`src/rtl/trs_pkg.sv`:
```
// Constants and types for the temperature and reference status registers
//
// Overview of operation
// - Die overtemperature event sets temperature status bit 7; reads 1 while set.
// - Die overtemperature warning event sets temperature status bit 6; reads 1.
// - Regulator overtemperature event sets temperature status bit 5.
// - Regulator overtemperature warning event sets temperature status bit 4.
// - Software write clears the temperature flags; cleared flag reads 0.
// - Temperature status at 0x10; bits 31:8 and 3:0 read zero.
// - Boot firmware loads 0x8C1 into reference-1; hardware reset gives 0xC1. The code ignores the load and still reads 0xC1 outside bits 5:4.
// - Bandgap overvoltage trigger sets reference-1 bit 5; write clears it.
// - Bandgap undervoltage trigger sets reference-1 bit 4; write clears it.
// - Reference-1 bits 2:0 read 001, bit 3 zero, upper field reads 3.
// - Converter reference overvoltage reads 1 at reference-2 bit 3.
// - Converter reference undervoltage reads 1 at reference-2 bit 2.
// - Converter reference overload reads 1 at reference-2 bit 1.
// - Reference-2 bit 0 is read-write power-down, active low, reset 1.
// - Reference-2 reserved bits 31:4 read as ones.

package trs_pkg;

  // ==========================================================
  // Register map, byte addresses
  localparam int          TRS_AW        = 6;
  localparam logic [5:0]  TRS_OFS_TEMP  = 6'h10;
  localparam logic [5:0]  TRS_OFS_REF1  = 6'h14;
  localparam logic [5:0]  TRS_OFS_REF2  = 6'h18;
  localparam logic [5:0]  TRS_OFS_ISTS  = 6'h1c;
  localparam logic [5:0]  TRS_OFS_IMSK  = 6'h20;

  // ==========================================================
  // Field positions
  localparam int          TRS_TEMP_LSB  = 4;
  localparam int          TRS_BG_LSB    = 4;
  localparam int          TRS_REF2_LSB  = 1;
  localparam int          TRS_PD_BIT    = 0;
  localparam int          TRS_NEVT      = 9;

  // ==========================================================
  // Reset and fixed read values
  localparam logic [31:0] TRS_TEMP_RST  = 32'h00000003;
  localparam logic [31:0] TRS_REF1_FIX  = 32'h000000c1;
  localparam logic [31:0] TRS_REF1_BOOT = 32'h000008c1;
  localparam logic [31:0] TRS_REF2_RSV  = 32'hfffffff0;
  localparam logic        TRS_PD_RST    = 1'b1;
  localparam logic [8:0]  TRS_IMSK_RST  = 9'h000;

  // ==========================================================
  // Bus handshake phase
  typedef enum logic [0:0] {
    TRS_IDLE = 1'b0,
    TRS_ANS  = 1'b1
  } trs_phase_t;

  // ==========================================================
  // Whole module state
  typedef struct packed {
    trs_phase_t  phase;
    logic        waitReq;
    logic [31:0] rdata;
    logic [3:0]  tempFlags;
    logic [1:0]  bgFlags;
    logic        pdN;
    logic [2:0]  refPrev;
    logic [8:0]  irqSts;
    logic [8:0]  irqMask;
    logic        irq;
  } trs_state_t;

endpackage : trs_pkg

```
`src/rtl/trs_status_regs.sv`:
```
// Temperature, bandgap and converter reference status registers on Avalon-MM
//
// Register access over Avalon-MM was left to the implementer.
`timescale 1ns/100ps
`default_nettype none

module trs_status_regs (
  input  wire logic        clk,
  input  wire logic        nrst,
  input  wire logic [5:0]  avs_address,
  input  wire logic        avs_read,
  input  wire logic        avs_write,
  input  wire logic [31:0] avs_writedata,
  input  wire logic [3:0]  avs_byteenable,
  output logic      [31:0] avs_readdata,
  output logic             avs_waitrequest,
  input  wire logic        dieOvertempEvt,
  input  wire logic        dieOvertempWarnEvt,
  input  wire logic        regOvertempEvt,
  input  wire logic        regOvertempWarnEvt,
  input  wire logic        bgHighEvt,
  input  wire logic        bgLowEvt,
  input  wire logic        convRefOvervoltage,
  input  wire logic        convRefUndervoltage,
  input  wire logic        convRefOverload,
  output logic             convRefPowerdownN,
  output logic             irq
);

  // ==========================================================
  // Sticky update: set has priority over clear
  function automatic logic [8:0] stickyUpd(
    input logic [8:0] cur,
    input logic [8:0] setv,
    input logic [8:0] clrv
  );
    stickyUpd = (cur & ~clrv) | setv;
  endfunction : stickyUpd

  // Address match, used by the write decode only; reads go through the case multiplexer
  function automatic logic hit(
    input logic [5:0] a,
    input logic [5:0] ofs
  );
    hit = (a == ofs);
  endfunction : hit

  // ==========================================================
  // State
  trs_pkg::trs_state_t s_r;
  trs_pkg::trs_state_t s_nxt;

  logic        req;
  logic        commit;
  logic        wrLow;
  logic [3:0]  tempEvt;
  logic [1:0]  bgEvt;
  logic [2:0]  refNow;
  logic [8:0]  evtVec;
  logic [8:0]  tempClr;
  logic [8:0]  bgClr;
  logic [8:0]  istsClr;
  logic [31:0] rdMux;
  logic [8:0]  tmpSts;

  // Bit order inside the temperature field: 7,6,5,4
  assign tempEvt = {dieOvertempEvt,
                    dieOvertempWarnEvt,
                    regOvertempEvt,
                    regOvertempWarnEvt};
  assign bgEvt   = {bgHighEvt,
                    bgLowEvt};
  assign refNow  = {convRefOvervoltage, convRefUndervoltage, convRefOverload};

  // Events for the interrupt status: level flags raise on rising edge
  assign evtVec  = {refNow & ~s_r.refPrev, bgEvt, tempEvt};

  // ==========================================================
  // Bus handshake decode
  assign req    = avs_read | avs_write;
  assign commit = req & (s_r.phase == trs_pkg::TRS_ANS);
  assign wrLow  = commit & avs_write & avs_byteenable[0];

  // Write-one-to-clear masks, byte lane 0 only, except interrupt status bit 8 on lane 1
  always_comb begin
    tempClr = '0;
    bgClr   = '0;
    istsClr = '0;
    if (wrLow && hit(avs_address, trs_pkg::TRS_OFS_TEMP)) begin
      tempClr[3:0] = avs_writedata[7:4];
    end
    if (wrLow && hit(avs_address, trs_pkg::TRS_OFS_REF1)) begin
      // A boot load carries zeros in 5:4, so it leaves the flags alone
      bgClr[1:0] = avs_writedata[5:4];
    end
    if (commit && avs_write && hit(avs_address, trs_pkg::TRS_OFS_ISTS)) begin
      istsClr[7:0] = avs_byteenable[0] ? avs_writedata[7:0] : 8'h00;
      istsClr[8]   = avs_byteenable[1] & avs_writedata[8];
    end
  end

  // ==========================================================
  // Read multiplexer, unmapped reads return zero
  always_comb begin
    rdMux = '0;
    case (avs_address)
      trs_pkg::TRS_OFS_TEMP: begin
        // Only bits 7:4 carry state; the rest stay zero
        rdMux[7:4] = s_r.tempFlags;
      end
      trs_pkg::TRS_OFS_REF1: begin
        rdMux      = trs_pkg::TRS_REF1_FIX;
        rdMux[5:4] = s_r.bgFlags;
      end
      trs_pkg::TRS_OFS_REF2: begin
        rdMux      = trs_pkg::TRS_REF2_RSV;
        rdMux[3:1] = refNow;
        rdMux[0]   = s_r.pdN;
      end
      trs_pkg::TRS_OFS_ISTS: begin
        rdMux[8:0] = s_r.irqSts;
      end
      trs_pkg::TRS_OFS_IMSK: begin
        rdMux[8:0] = s_r.irqMask;
      end
      default: begin
        rdMux = '0;
      end
    endcase
  end

  // ==========================================================
  // Next state
  always_comb begin
    s_nxt = s_r;
    tmpSts = '0;

    // Two-phase answer: one wait cycle, then waitrequest low once
    case (s_r.phase)
      trs_pkg::TRS_IDLE: begin
        if (req) begin
          s_nxt.phase   = trs_pkg::TRS_ANS;
          s_nxt.waitReq = 1'b0;
          s_nxt.rdata   = avs_read ? rdMux : 32'h00000000;
        end
      end
      trs_pkg::TRS_ANS: begin
        s_nxt.phase   = trs_pkg::TRS_IDLE;
        s_nxt.waitReq = 1'b1;
      end
      default: begin
        s_nxt.phase   = trs_pkg::TRS_IDLE;
        s_nxt.waitReq = 1'b1;
      end
    endcase

    // Sticky flags; hardware set beats a same-cycle clear
    tmpSts = stickyUpd({5'h00, s_r.tempFlags}, {5'h00, tempEvt}, tempClr);
    s_nxt.tempFlags = tmpSts[3:0];
    tmpSts = stickyUpd({7'h00, s_r.bgFlags}, {7'h00, bgEvt}, bgClr);
    s_nxt.bgFlags   = tmpSts[1:0];
    s_nxt.irqSts    = stickyUpd(s_r.irqSts, evtVec, istsClr);

    // Power-down control and mask; the re-enable order is up to software
    if (wrLow && hit(avs_address, trs_pkg::TRS_OFS_REF2)) begin
      s_nxt.pdN = avs_writedata[trs_pkg::TRS_PD_BIT];
    end
    if (commit && avs_write && hit(avs_address, trs_pkg::TRS_OFS_IMSK)) begin
      if (avs_byteenable[0]) begin
        s_nxt.irqMask[7:0] = avs_writedata[7:0];
      end
      if (avs_byteenable[1]) begin
        s_nxt.irqMask[8] = avs_writedata[8];
      end
    end

    s_nxt.refPrev = refNow;
    // Registered so the output is glitch free, at one cycle of latency
    s_nxt.irq     = |(s_r.irqSts & s_r.irqMask);
  end

  // ==========================================================
  // State register, synchronous reset
  always_ff @(posedge clk) begin
    if (!nrst) begin
      s_r.phase     <= trs_pkg::TRS_IDLE;
      s_r.waitReq   <= 1'b1;
      s_r.rdata     <= '0;
      s_r.tempFlags <= trs_pkg::TRS_TEMP_RST[7:4];
      s_r.bgFlags   <= trs_pkg::TRS_REF1_FIX[5:4];
      s_r.pdN       <= trs_pkg::TRS_PD_RST;
      s_r.refPrev   <= '0;
      s_r.irqSts    <= '0;
      s_r.irqMask   <= trs_pkg::TRS_IMSK_RST;
      s_r.irq       <= 1'b0;
    end else begin
      s_r <= s_nxt;
    end
  end

  // ==========================================================
  // Outputs straight from the state register
  assign avs_readdata      = s_r.rdata;
  assign avs_waitrequest   = s_r.waitReq;
  assign convRefPowerdownN = s_r.pdN;
  assign irq               = s_r.irq;

  logic       ansRd;
  logic       irqPend;
  logic [3:0] tempKill;
  assign ansRd    = avs_read & ~avs_waitrequest;
  // Pending interrupt and the temperature bits a write may drop
  assign irqPend  = |(s_r.irqSts & s_r.irqMask);
  assign tempKill = avs_writedata[7:4] & ~tempEvt;
endmodule : trs_status_regs

`default_nettype wire
```
`config.mk`:
```
export PLATFORM = sky130hd
export DESIGN_NAME = trs_status_regs
export DESIGN_NICKNAME = d
export VERILOG_FILES = /design/src/rtl/trs_pkg.sv /design/src/rtl/trs_status_regs.sv
export SDC_FILE = /design/constraint.sdc
export NUM_CORES = 1
export LEC_CHECK = 0
export ABC_AREA = 1
export ABC_CLOCK_PERIOD_IN_PS = 2250
export BUFFER_PORTS_ARGS = -buffer_cell sky130_fd_sc_hd__buf_2
export CAP_MARGIN = 5
export CORE_MARGIN = 2
export CORE_UTILIZATION = 51
export CTS_CLUSTER_SIZE = 12
export DETAILED_ROUTE_END_ITERATION = 16
export PLACE_DENSITY = 0.85
export SETUP_SLACK_MARGIN = 0.15
export SYNTH_ARGS = -nofsm -noshare
export SYNTH_HDL_FRONTEND = slang
export SYNTH_SLANG_ARGS = --single-unit
export TNS_END_PERCENT = 1
```
`constraint.sdc`:
```
create_clock -name clk -period 2.25 [get_ports clk]
set_input_delay 0.1125 -clock clk [delete_from_list [all_inputs] [get_ports clk]]
set_output_delay 0.1125 -clock clk [all_outputs]
set_load 0.01 [all_outputs]
```
After elaboration in Yosys (flattened, before gate mapping) --
Index checks and enable logic that the tools add are counted.
Word-level totals: register bits after elaboration 63, output and inout bits 35, logic and storage cells 56
Cells by class: bitwise logic cells 18, equality and inequality tests 6, reduce and logical (&&, ||, !) cells 10, muxes and demuxes 11
Operator list (number):
- $mux W34 | 1
- $mux W32 | 1
- $eq A6 B5 Y1 const B | 4
- $mux W23 | 1
- $pmux W4 S5 | 1
- $and A9 B9 Y9 | 2
- $pmux W4 S4 | 1
- $mux W9 | 1
- $not A9 Y9 | 1
- $or A9 B9 Y9 | 1
- $reduce_or A9 Y1 | 1
- $mux W8 | 1
- $eq A6 B6 Y1 const B | 1
- $logic_and A1 B1 Y1 | 6
- $reduce_and A2 Y1 | 3
- $and A1 B1 Y1 | 4
- $and A4 B4 Y4 | 1
- $mux W4 | 1
- $not A4 Y4 | 1
- $or A4 B4 Y4 | 1
- $pmux W2 S2 | 1
- $and A3 B3 Y3 | 1
- $not A3 Y3 | 1
- $pmux W1 S3 | 1
- other kinds (7) | 7

Depth between registers and ports, before layout --
Gate-level depths: netlist of run 1.
depth in word-level cells 9, mapped depth 10, depth with buffers taken out 10

Worst setup path after synthesis of run 1 --
Ideal clock, no wire load.
path kind reg-to-reg, start point register s_r[62] (netlist name), end point register s_r[5] (netlist name), arrival 1113 ps, slack 1067 ps, clock period less this slack 1183 ps, cell stages (with the launch flop) 8, setup time 70 ps, buffers on the path 1, cell sequence dfxtp_1 nand2_1 nor2_4 inv_1 nor2_4 buf_6 o21ai_0 a21oi_1
On the way: word-level cells in the longest chain between the ends 4
Ends and longest elaborated chain:
- start: declaration | line trs_status_regs.sv:50 | trs_pkg::trs_state_t s_r;
- start signal: assignment | line trs_status_regs.sv:197 | s_r <= s_nxt;
- $and A1 B1 Y1 | line trs_status_regs.sv:81 | assign commit = req & (s_r.phase == trs_pkg::TRS_ANS);
- $logic_and A1 B1 Y1 (2 in a row) | line trs_status_regs.sv:168 | if (commit && avs_write && hit(avs_address, trs_pkg::TRS_OFS_IMSK)) begin
- $reduce_and A2 Y1 (no source line)
No other way between the ends. A chain may end at the register's enable or synchronous reset.

Final worst setup path of run 1 --
start point register s_r[62] (netlist name), end point register s_r[2] (netlist name)
Same word-level chain as after synthesis.

==> results of run 1 <==
[report_power, final]
| part | total (mW) | internal (mW) | switching [mW] |
|---|---|---|---|
| Sequential | 0.770 | 0.752 | 0.0180 |
| Combinational | 0.129 | 0.0450 | 0.0836 |
| Clock | 0.619 | 0.361 | 0.258 |
| Total | 1.52 | 1.16 | 0.360 |
[final timing paths]
check	depth (start not counted)	to	from
worst max-delay path	6	s_r[2]$_SDFFE_PN0P_	s_r[62]$_SDFF_PP0_
worst min-delay path	3	s_r[21]$_SDFF_PN0_	convRefOvervoltage
worst max register to register	6	s_r[2]$_SDFFE_PN0P_	s_r[62]$_SDFF_PP0_
worst min register to register	1	s_r[17]$_SDFF_PN0_	s_r[20]$_SDFF_PN0_
[sequential cells by signal (all words and copies together) (netlist names)]
signal / flops
avs_readdata: 10
avs_waitrequest: 1
convRefPowerdownN: 1
irq: 1
s_r: 28
[final cells by class]
class	instances	area, µm²	share of cell area (%)
timing repair buffer	64	320	13.6
sequential	41	821	35.0
clock inverter	2	37.5	1.60
tap	50	62.6	2.67
clock buffer	6	82.6	3.52
inverter	33	124	5.28
multi-input combinational	179	900	38.3
[routing by layer]
layer  vias to the layer above  routed length (µm)  track usage [%]
met2                        80                2160             35.2
met4                         0                  61             6.75
met1                       850                2040             26.0
li1                        983                   -                -
met3                         7                 397             5.52
met5                         -                   0                0
[cell usage after synthesis]
master and instances:
inv_2 3, a21oi_1 30, nor2_1 18, buf_6 2, clkbuf_1 4, o21ai_1 1
nand3_2 1, o21a_2 1, o21ai_0 24, nor2_4 7, a211oi_1 1, o211ai_1 2
nand3_1 18, nand2_1 61, nor2_2 3, inv_1 30, a221oi_1 2, o211ai_2 1
dfxtp_1 41, nand4_1 5, nand2_4 2, a21oi_2 1, a31oi_1 1, buf_4 33
[metrics by stage]
| stage | instances | instance area (µm²) | power (mW) |
|---|---|---|---|
| after floorplan | 292 | 2130 | 0.861 |
| after global placement | 367 | 2230 | 0.911 |
| after detailed placement | 367 | 2230 | 0.915 |
| after CTS | 375 | 2350 | 1.52 |
| after global routing | 375 | 2350 | 1.57 |
| final | 375 | 2350 | 1.52 |
[kinds of logic after synthesis]
kind of cell / after synthesis / synth area share (%)
buf+inv: 72 / 19.2
compound gates: 64 / 16.5
simple gates: 115 / 25.7
flops: 41 / 38.5
[worst min-delay path, delay by kind of cell]
| family | cells | cell delay [ns] |
|---|---|---|
| buffers and inverters | 2 | 0.13 |
| AND/OR/NAND/NOR | 1 | 0.05 |
==> qor.yml, run 1 <==
synthesis.nets: 347
drt_first_iter_violations: 118
endpoint_kind: "flop"
most_frequent_standard_cell_in_the_layout_excluding_fill_and_tap_cells: "buf_2"
ir_drop_mv: 0.378
drt-pass1-iter-count: 4
cts_htree_levels: 2
hold_path.class: "in -> reg"
synthTopCellsByArea: "dfxtp_1, buf_4, nand2_1"
cts.root.buffer_cell: "clkbuf_8"
clock-skew-final_ns: 0.00801
synth_cell_type_count: 24
worst-path-buf-inv: 2
mappedNetlistArea_um2: 2130
grt_overflow_total: 0
drt_drc_violations_left: 0
initial_core_util_pct: 53.2
cts.reportedPaths.clkPinSlew_ns: 0.08
final_core_area_utilization_pct: 58.7
synthCells: 292
unrepaired_setup_endpoints_after_global_routing: "false"
grt_max_degree: 26
gr-usage-all-layers_pct: 21.0
yosysTopAreaCellShare_pct: 38.5
design.die.area_um2: 4710
floorplan.die.width_um: 68.6
placementRows: 23
synth_largest_area_cell: "dfxtp_1"
vias_in_the_first_global_route: 1777
synth_area_per_cell_um2: 7.29
finalHoldViolCount: 0
detail_route.wl_per_cell_um: 12.4
cell_breakdown_of_the_critical_path: "nand2_1 -> nor2_4 -> inv_1 -> nor2_4 -> inv_1 -> a211oi_1"
post_route_cells_drive_above_1_share_pct: 28.0
layout.nets: 379
post-dp-hpwl_um: 3520
cts.repair_timing.setup_buffer_count: 0
slew_violations: 0
finalSetupViolCount: 0
cts_max_path_buffers: 2
ant_nets: 0
synth_seq_area_share_pct: 38.5
timing.hold.ws_ns: 0.0310
grt_pass1_wl_um: 7440
cp_slowest_stage_delay_ns: 0.36
area_growth_syn_to_layout_pct: 10.2
synth_warnings: 0
detailroute.via_count: 1920
leakage_nw: 1.16
clkSinkCount: 41
slowest_stage: "dfxtp_1"
outcome: "complete, no violations"
ff2ff_setup_slack_ns: 0.69
post_cts_resized: 0
setup_total_negative_slack_ns: 0
max_freq_mhz: 641
cp_top_family: "simple AND/OR/NAND/NOR gates"
class_of_the_most_critical_setup_path: "reg -> reg"
start_kind: "flop"
ports_placed_on_the_boundary: 90
cts_made_buffers: 5
fin_crit_ns: 1.56
most-common-layout-cells: "buf_2, nand2_1, dfxtp_1, inv_1, a21oi_1"
period_utilization_pct: 69.3
finalWorstSetupSlack_ns: 0.690
core_area_um2: 4000
final_wl_um: 4660
floorplan.die.height_um: 68.6
worst_pin_slew_ns: 0.483
antenna_cell_count: 0
postSynthRegisterBits: 41
route.detailed.vias_per_inst: 5.12
place.port_buffers: 64
place_ws_ns: 0.722
number_of_buffers_inserted_by_hold_repair_at_cts: 0
gp_routability_congestion: 0.868
timing.critical_path.fanout_max: 13
cp_data_required_time_ns: 2.46
final.fill_count: 383
p_per_area_nw_per_um2: 647
worst_slew_margin_rel_pct: 67.7
tritoncts_clock_tree: "done"
worst_skew_pair.late_latency_ns: 0.30
critical_path_arrival_ns: 1.77
max_cap_viol_count: 0
number_of_antenna_violations_at_the_first_check_in_global_routing: 0
No activity file was read; power rests on OpenSTA's default activity.
==> inputs of run 2 (changes only) <==
--- a/config.mk
+++ b/config.mk
@@ -5,15 +5,15 @@
 export SDC_FILE = /design/constraint.sdc
 export NUM_CORES = 1
 export LEC_CHECK = 0
-export ABC_AREA = 1
-export ABC_CLOCK_PERIOD_IN_PS = 2250
+export ABC_AREA = 0
+export ABC_CLOCK_PERIOD_IN_PS = 1500
 export BUFFER_PORTS_ARGS = -buffer_cell sky130_fd_sc_hd__buf_2
 export CAP_MARGIN = 5
 export CORE_MARGIN = 2
-export CORE_UTILIZATION = 51
+export CORE_UTILIZATION = 47
 export CTS_CLUSTER_SIZE = 12
 export DETAILED_ROUTE_END_ITERATION = 16
-export PLACE_DENSITY = 0.85
+export PLACE_DENSITY = 0.8
 export SETUP_SLACK_MARGIN = 0.15
 export SYNTH_ARGS = -nofsm -noshare
 export SYNTH_HDL_FRONTEND = slang
==> constraint.sdc (replaced) <==
create_clock -name clk -period 1.5 [get_ports clk]
set_input_delay 0.075 -clock clk [delete_from_list [all_inputs] [get_ports clk]]
set_output_delay 0.075 -clock clk [all_outputs]
set_load 0.01 [all_outputs]
==> run 2 against run 1 <==
The run now ends with hold timing left. Register-to-register slack worse by 0.50 ns. Via count is 8.8% lower. Global-route usage is 0.69 points lower. Sequential share of layout area is 0.46 points lower. Clock power is 19% higher. Critical path type is now in -> reg. Highest routed layer unchanged.
==> qor.yml, run 2 <==
fin_crit_ns: 1.32
min-delay-start: "dieOvertempEvt"
design.die.area_um2: 4870  # +3.5%
clock-skew-final_ns: 0.00534  # -0.00266 ns
drt_drc_violations_left: 0  # unchanged
grt_max_degree: 25  # -3.8%
power.share.combinational_pct: 11.0  # +2.5 points
timing.hold.ws_ns: -0.00111  # -0.0321 ns
p_per_area_nw_per_um2: 893  # +38%
post-dp-hpwl_um: 3720  # +5.7%
cp_data_required_time_ns: 1.70  # -0.76 ns
yosysMostFrequentCell: "dfxtp_1"
initial_core_util_pct: 49.8  # -3.4 points
grt_pass1_wl_um: 7850  # +5.6%
gr-usage-all-layers_pct: 20.3  # -0.69 points
hold_path.class: "in -> reg"
route.met2.wl_um: 2270  # +4.8%
vias_in_the_first_global_route: 1677  # -5.6%
synth_seq_area_share_pct: 40.3  # +1.8 points
post_route_cells_drive_above_1_share_pct: 37.4  # +9.4 points
drt_first_iter_violations: 92  # -22%
synth_area_per_cell_um2: 9.42  # +29%
maxUsedRoutingLayer: "met4"
period_utilization_pct: 87.8
number_of_buffers_inserted_by_hold_repair_at_cts: 0  # unchanged
met3RoutedLength_um: 388  # -2.3%
worst_skew_pair.late_latency_ns: 0.29  # about the same
yosysTopAreaCellShare_pct: 40.3  # +1.8 points
cts_htree_levels: 2  # unchanged
final_wl_um: 4710  # +1.0%
finalSetupViolCount: 0  # unchanged
cts_max_path_buffers: 2  # unchanged
min_to: "s_r[13]$_SDFF_PN0_"
synth_largest_area_cell: "dfxtp_1"
mappedNetlistArea_um2: 2040  # -4.4%
class_of_the_most_critical_setup_path: "in -> reg"
worst_slew_margin_rel_pct: 67.2  # -0.58 points
synthTopCellsByArea: "dfxtp_1, buf_4, mux2i_1"
route.detailed.vias_per_inst: 5.56  # +8.6%
floorplan.die.height_um: 69.8  # +1.7%
synth-edff-count: 0  # unchanged
failed_checks: "hold timing"
ir_drop_mv: 0.675  # +79%
slew_violations: 0  # unchanged
critical_path_arrival_ns: 1.51  # -0.26 ns
tritoncts_clock_tree: "done"
leakage_nw: 1.13  # -2.5%
async_reset_ff_share_pct: 0  # unchanged
drt-pass1-iter-count: 4  # unchanged
drt-met1-wl_um: 1970  # -3.3%
max_freq_mhz: 759
cts.root.buffer_cell: "clkbuf_8"
reg2reg_to: "s_r[8]$_SDFFE_PN0P_"
switching_power_mw: 0.522  # +45%
endpoint_kind: "flop"
core_area_um2: 4090  # +2.2%
holdPathStages: 2  # -1
area_growth_syn_to_layout_pct: 17.0
synth_top_flop_cell: "dfxtp_1"
top_register: "s_r"
postPlaceCellArea_um2: 2290  # +2.6%
antenna_cell_count: 0  # unchanged
most_frequent_standard_cell_in_the_layout_excluding_fill_and_tap_cells: "buf_2"
postSynthRegisterBits: 41  # unchanged
stdcell_area_um2: 2380  # +1.5%
ports_placed_on_the_boundary: 90  # unchanged
yosys-top-cells-count: "dfxtp_1, buf_4, nor2_1, o21a_1, a21boi_0"
switching_share_of_power_pct: 24.5  # +0.85 points
clkSinkCount: 41  # unchanged
power_mw: 2.13  # +40%
floorplan.die.width_um: 69.8  # +1.7%
layout.nets: 320  # -16%
largest_reg_flops: 28  # unchanged
placementRows: 23  # unchanged
cts.reportedPaths.clkPinSlew_ns: 0.08  # about the same
outcome: "finished, violations left"
grt_overflow_total: 0  # unchanged
place.port_buffers: 64  # unchanged
gp_routability_congestion: 0.961  # +11%
ant_nets: 0  # unchanged
ff2ff_setup_slack_ns: 0.19  # -0.50 ns
cell_internal_power_mw: 1.61  # +39%
unrepaired_setup_endpoints_after_global_routing: "true"
detail_route.wl_per_cell_um: 14.9  # +20%
max_cap_viol_count: 0  # unchanged
most-common-layout-cells: "buf_2, dfxtp_1, buf_4, o21a_1, nor2_1"
start_kind: "input port"
final.fill_count: 377  # -1.6%
timing.rr.start: "s_r[62]$_SDFF_PP0_"
timing.critical_path.fanout_max: 7  # -6
cts_made_buffers: 5  # unchanged
synthesis.nets: 271  # -22%
power_frac_clock_pct: 34.6  # -6.2 points
finalHoldViolCount: 2  # +2
detailroute.via_count: 1752  # -8.8%
synthCells: 216  # -26%
synth_warnings: 0  # unchanged
ff2ff_path_depth: 5  # -1
worst_pin_slew_ns: 0.492  # +0.00863 ns
number_of_antenna_violations_at_the_first_check_in_global_routing: 0  # unchanged
synth_cell_type_count: 43  # +79%
pwr-share-seq_pct: 54.4  # +3.6 points
==> run 2: cell count changes in the layout (fill, tap and decap cells not counted), sizes merged, moves of 7 or more <==
cell,delta
nand3,-16
mux2i,+12
buf,+20
a32o,+7
nand2,-57
o21ai,-24
o21a,+13
inv,-27
a21oi,-23
a21boi,+13
nor2,-14
==> run 2: stage by stage <==
stage / setup WS [ns] / util [%] / instances / setup TNS [ns]
floorplan: 0.120 / - / 216 / 0
global placement: -0.120 / 55.9 / 308 / -1.65
detailed placement: -0.137 / 55.9 / 308 / -1.88
CTS: 0.164 / 58.2 / 315 / 0
global route: 0.0638 / 58.3 / 315 / 0
finish: 0.182 / 58.3 / 315 / 0
==> run 2: how the worst max path moves through the flow <==
stage                     cells past startpoint            from                      endpoint  slack [ns]
after floorplan                               5  avs_address[1]            s_r[18]$_SDFF_PN0_        0.12
after global placement                        5  avs_address[1]            s_r[24]$_SDFF_PN0_       -0.12
after detailed placement                      5  avs_address[1]            s_r[24]$_SDFF_PN0_       -0.14
after CTS                                     5  avs_address[1]            s_r[24]$_SDFF_PN0_        0.16
after global routing                          6  avs_address[1]  avs_readdata[8]$_SDFFE_PN0P_        0.06
final                                         6  avs_address[1]            s_r[11]$_SDFF_PN0_        0.18
==> run 2: repair_timing <==
item	4_1_cts	5_1_grt
buffers inserted	0	0
setup endpoints to repair	8	23
resized for setup	1	1
gates cloned	0	0
==> run 2: cells by family after synthesis <==
logic type / count (synthesis) / share of synthesized area [%]
compound gates: 65 / 24.3
simple gates: 49 / 13.9
buf+inv: 48 / 15.0
flops: 41 / 40.3
mux: 13 / 6.45
==> run 2: layout make-up <==
class	count	area (µm²)	share of cell area (%)
Clock buffer	6	82.6	3.47
Clock inverter	1	7.51	0.315
Inverter	6	22.5	0.945
Multi-Input combinational cell	127	915	38.4
Sequential cell	41	822	34.5
Tap cell	50	62.6	2.63
Timing Repair Buffer	84	470	19.7
==> run 2: critical path, stage by stage <==
cell and delay [ns]:
buf_2 0.10, or4b_1 0.70, nor3_4 0.23, buf_4 0.16, a21boi_0 0.08, o21a_1 0.17
==> run 2: layer usage <==
metal / vias up / global-route usage [%]
li1: 852 / -
met1: 818 / 25.2
met2: 72 / 33.7
met3: 10 / 5.09
met4: 0 / 7.69
met5: - / 0
==> run 2: power by group through the flow <==
stage,Sequential [mW],Clock [mW],Combinational [mW]
4_1_cts,1.16,0.741,0.234
5_1_grt,1.16,0.791,0.261
2_1_floorplan,1.17,0,0.133
3_5_place_dp,1.18,0,0.232
6_report,1.16,0.736,0.234
3_3_place_gp,1.18,0,0.229
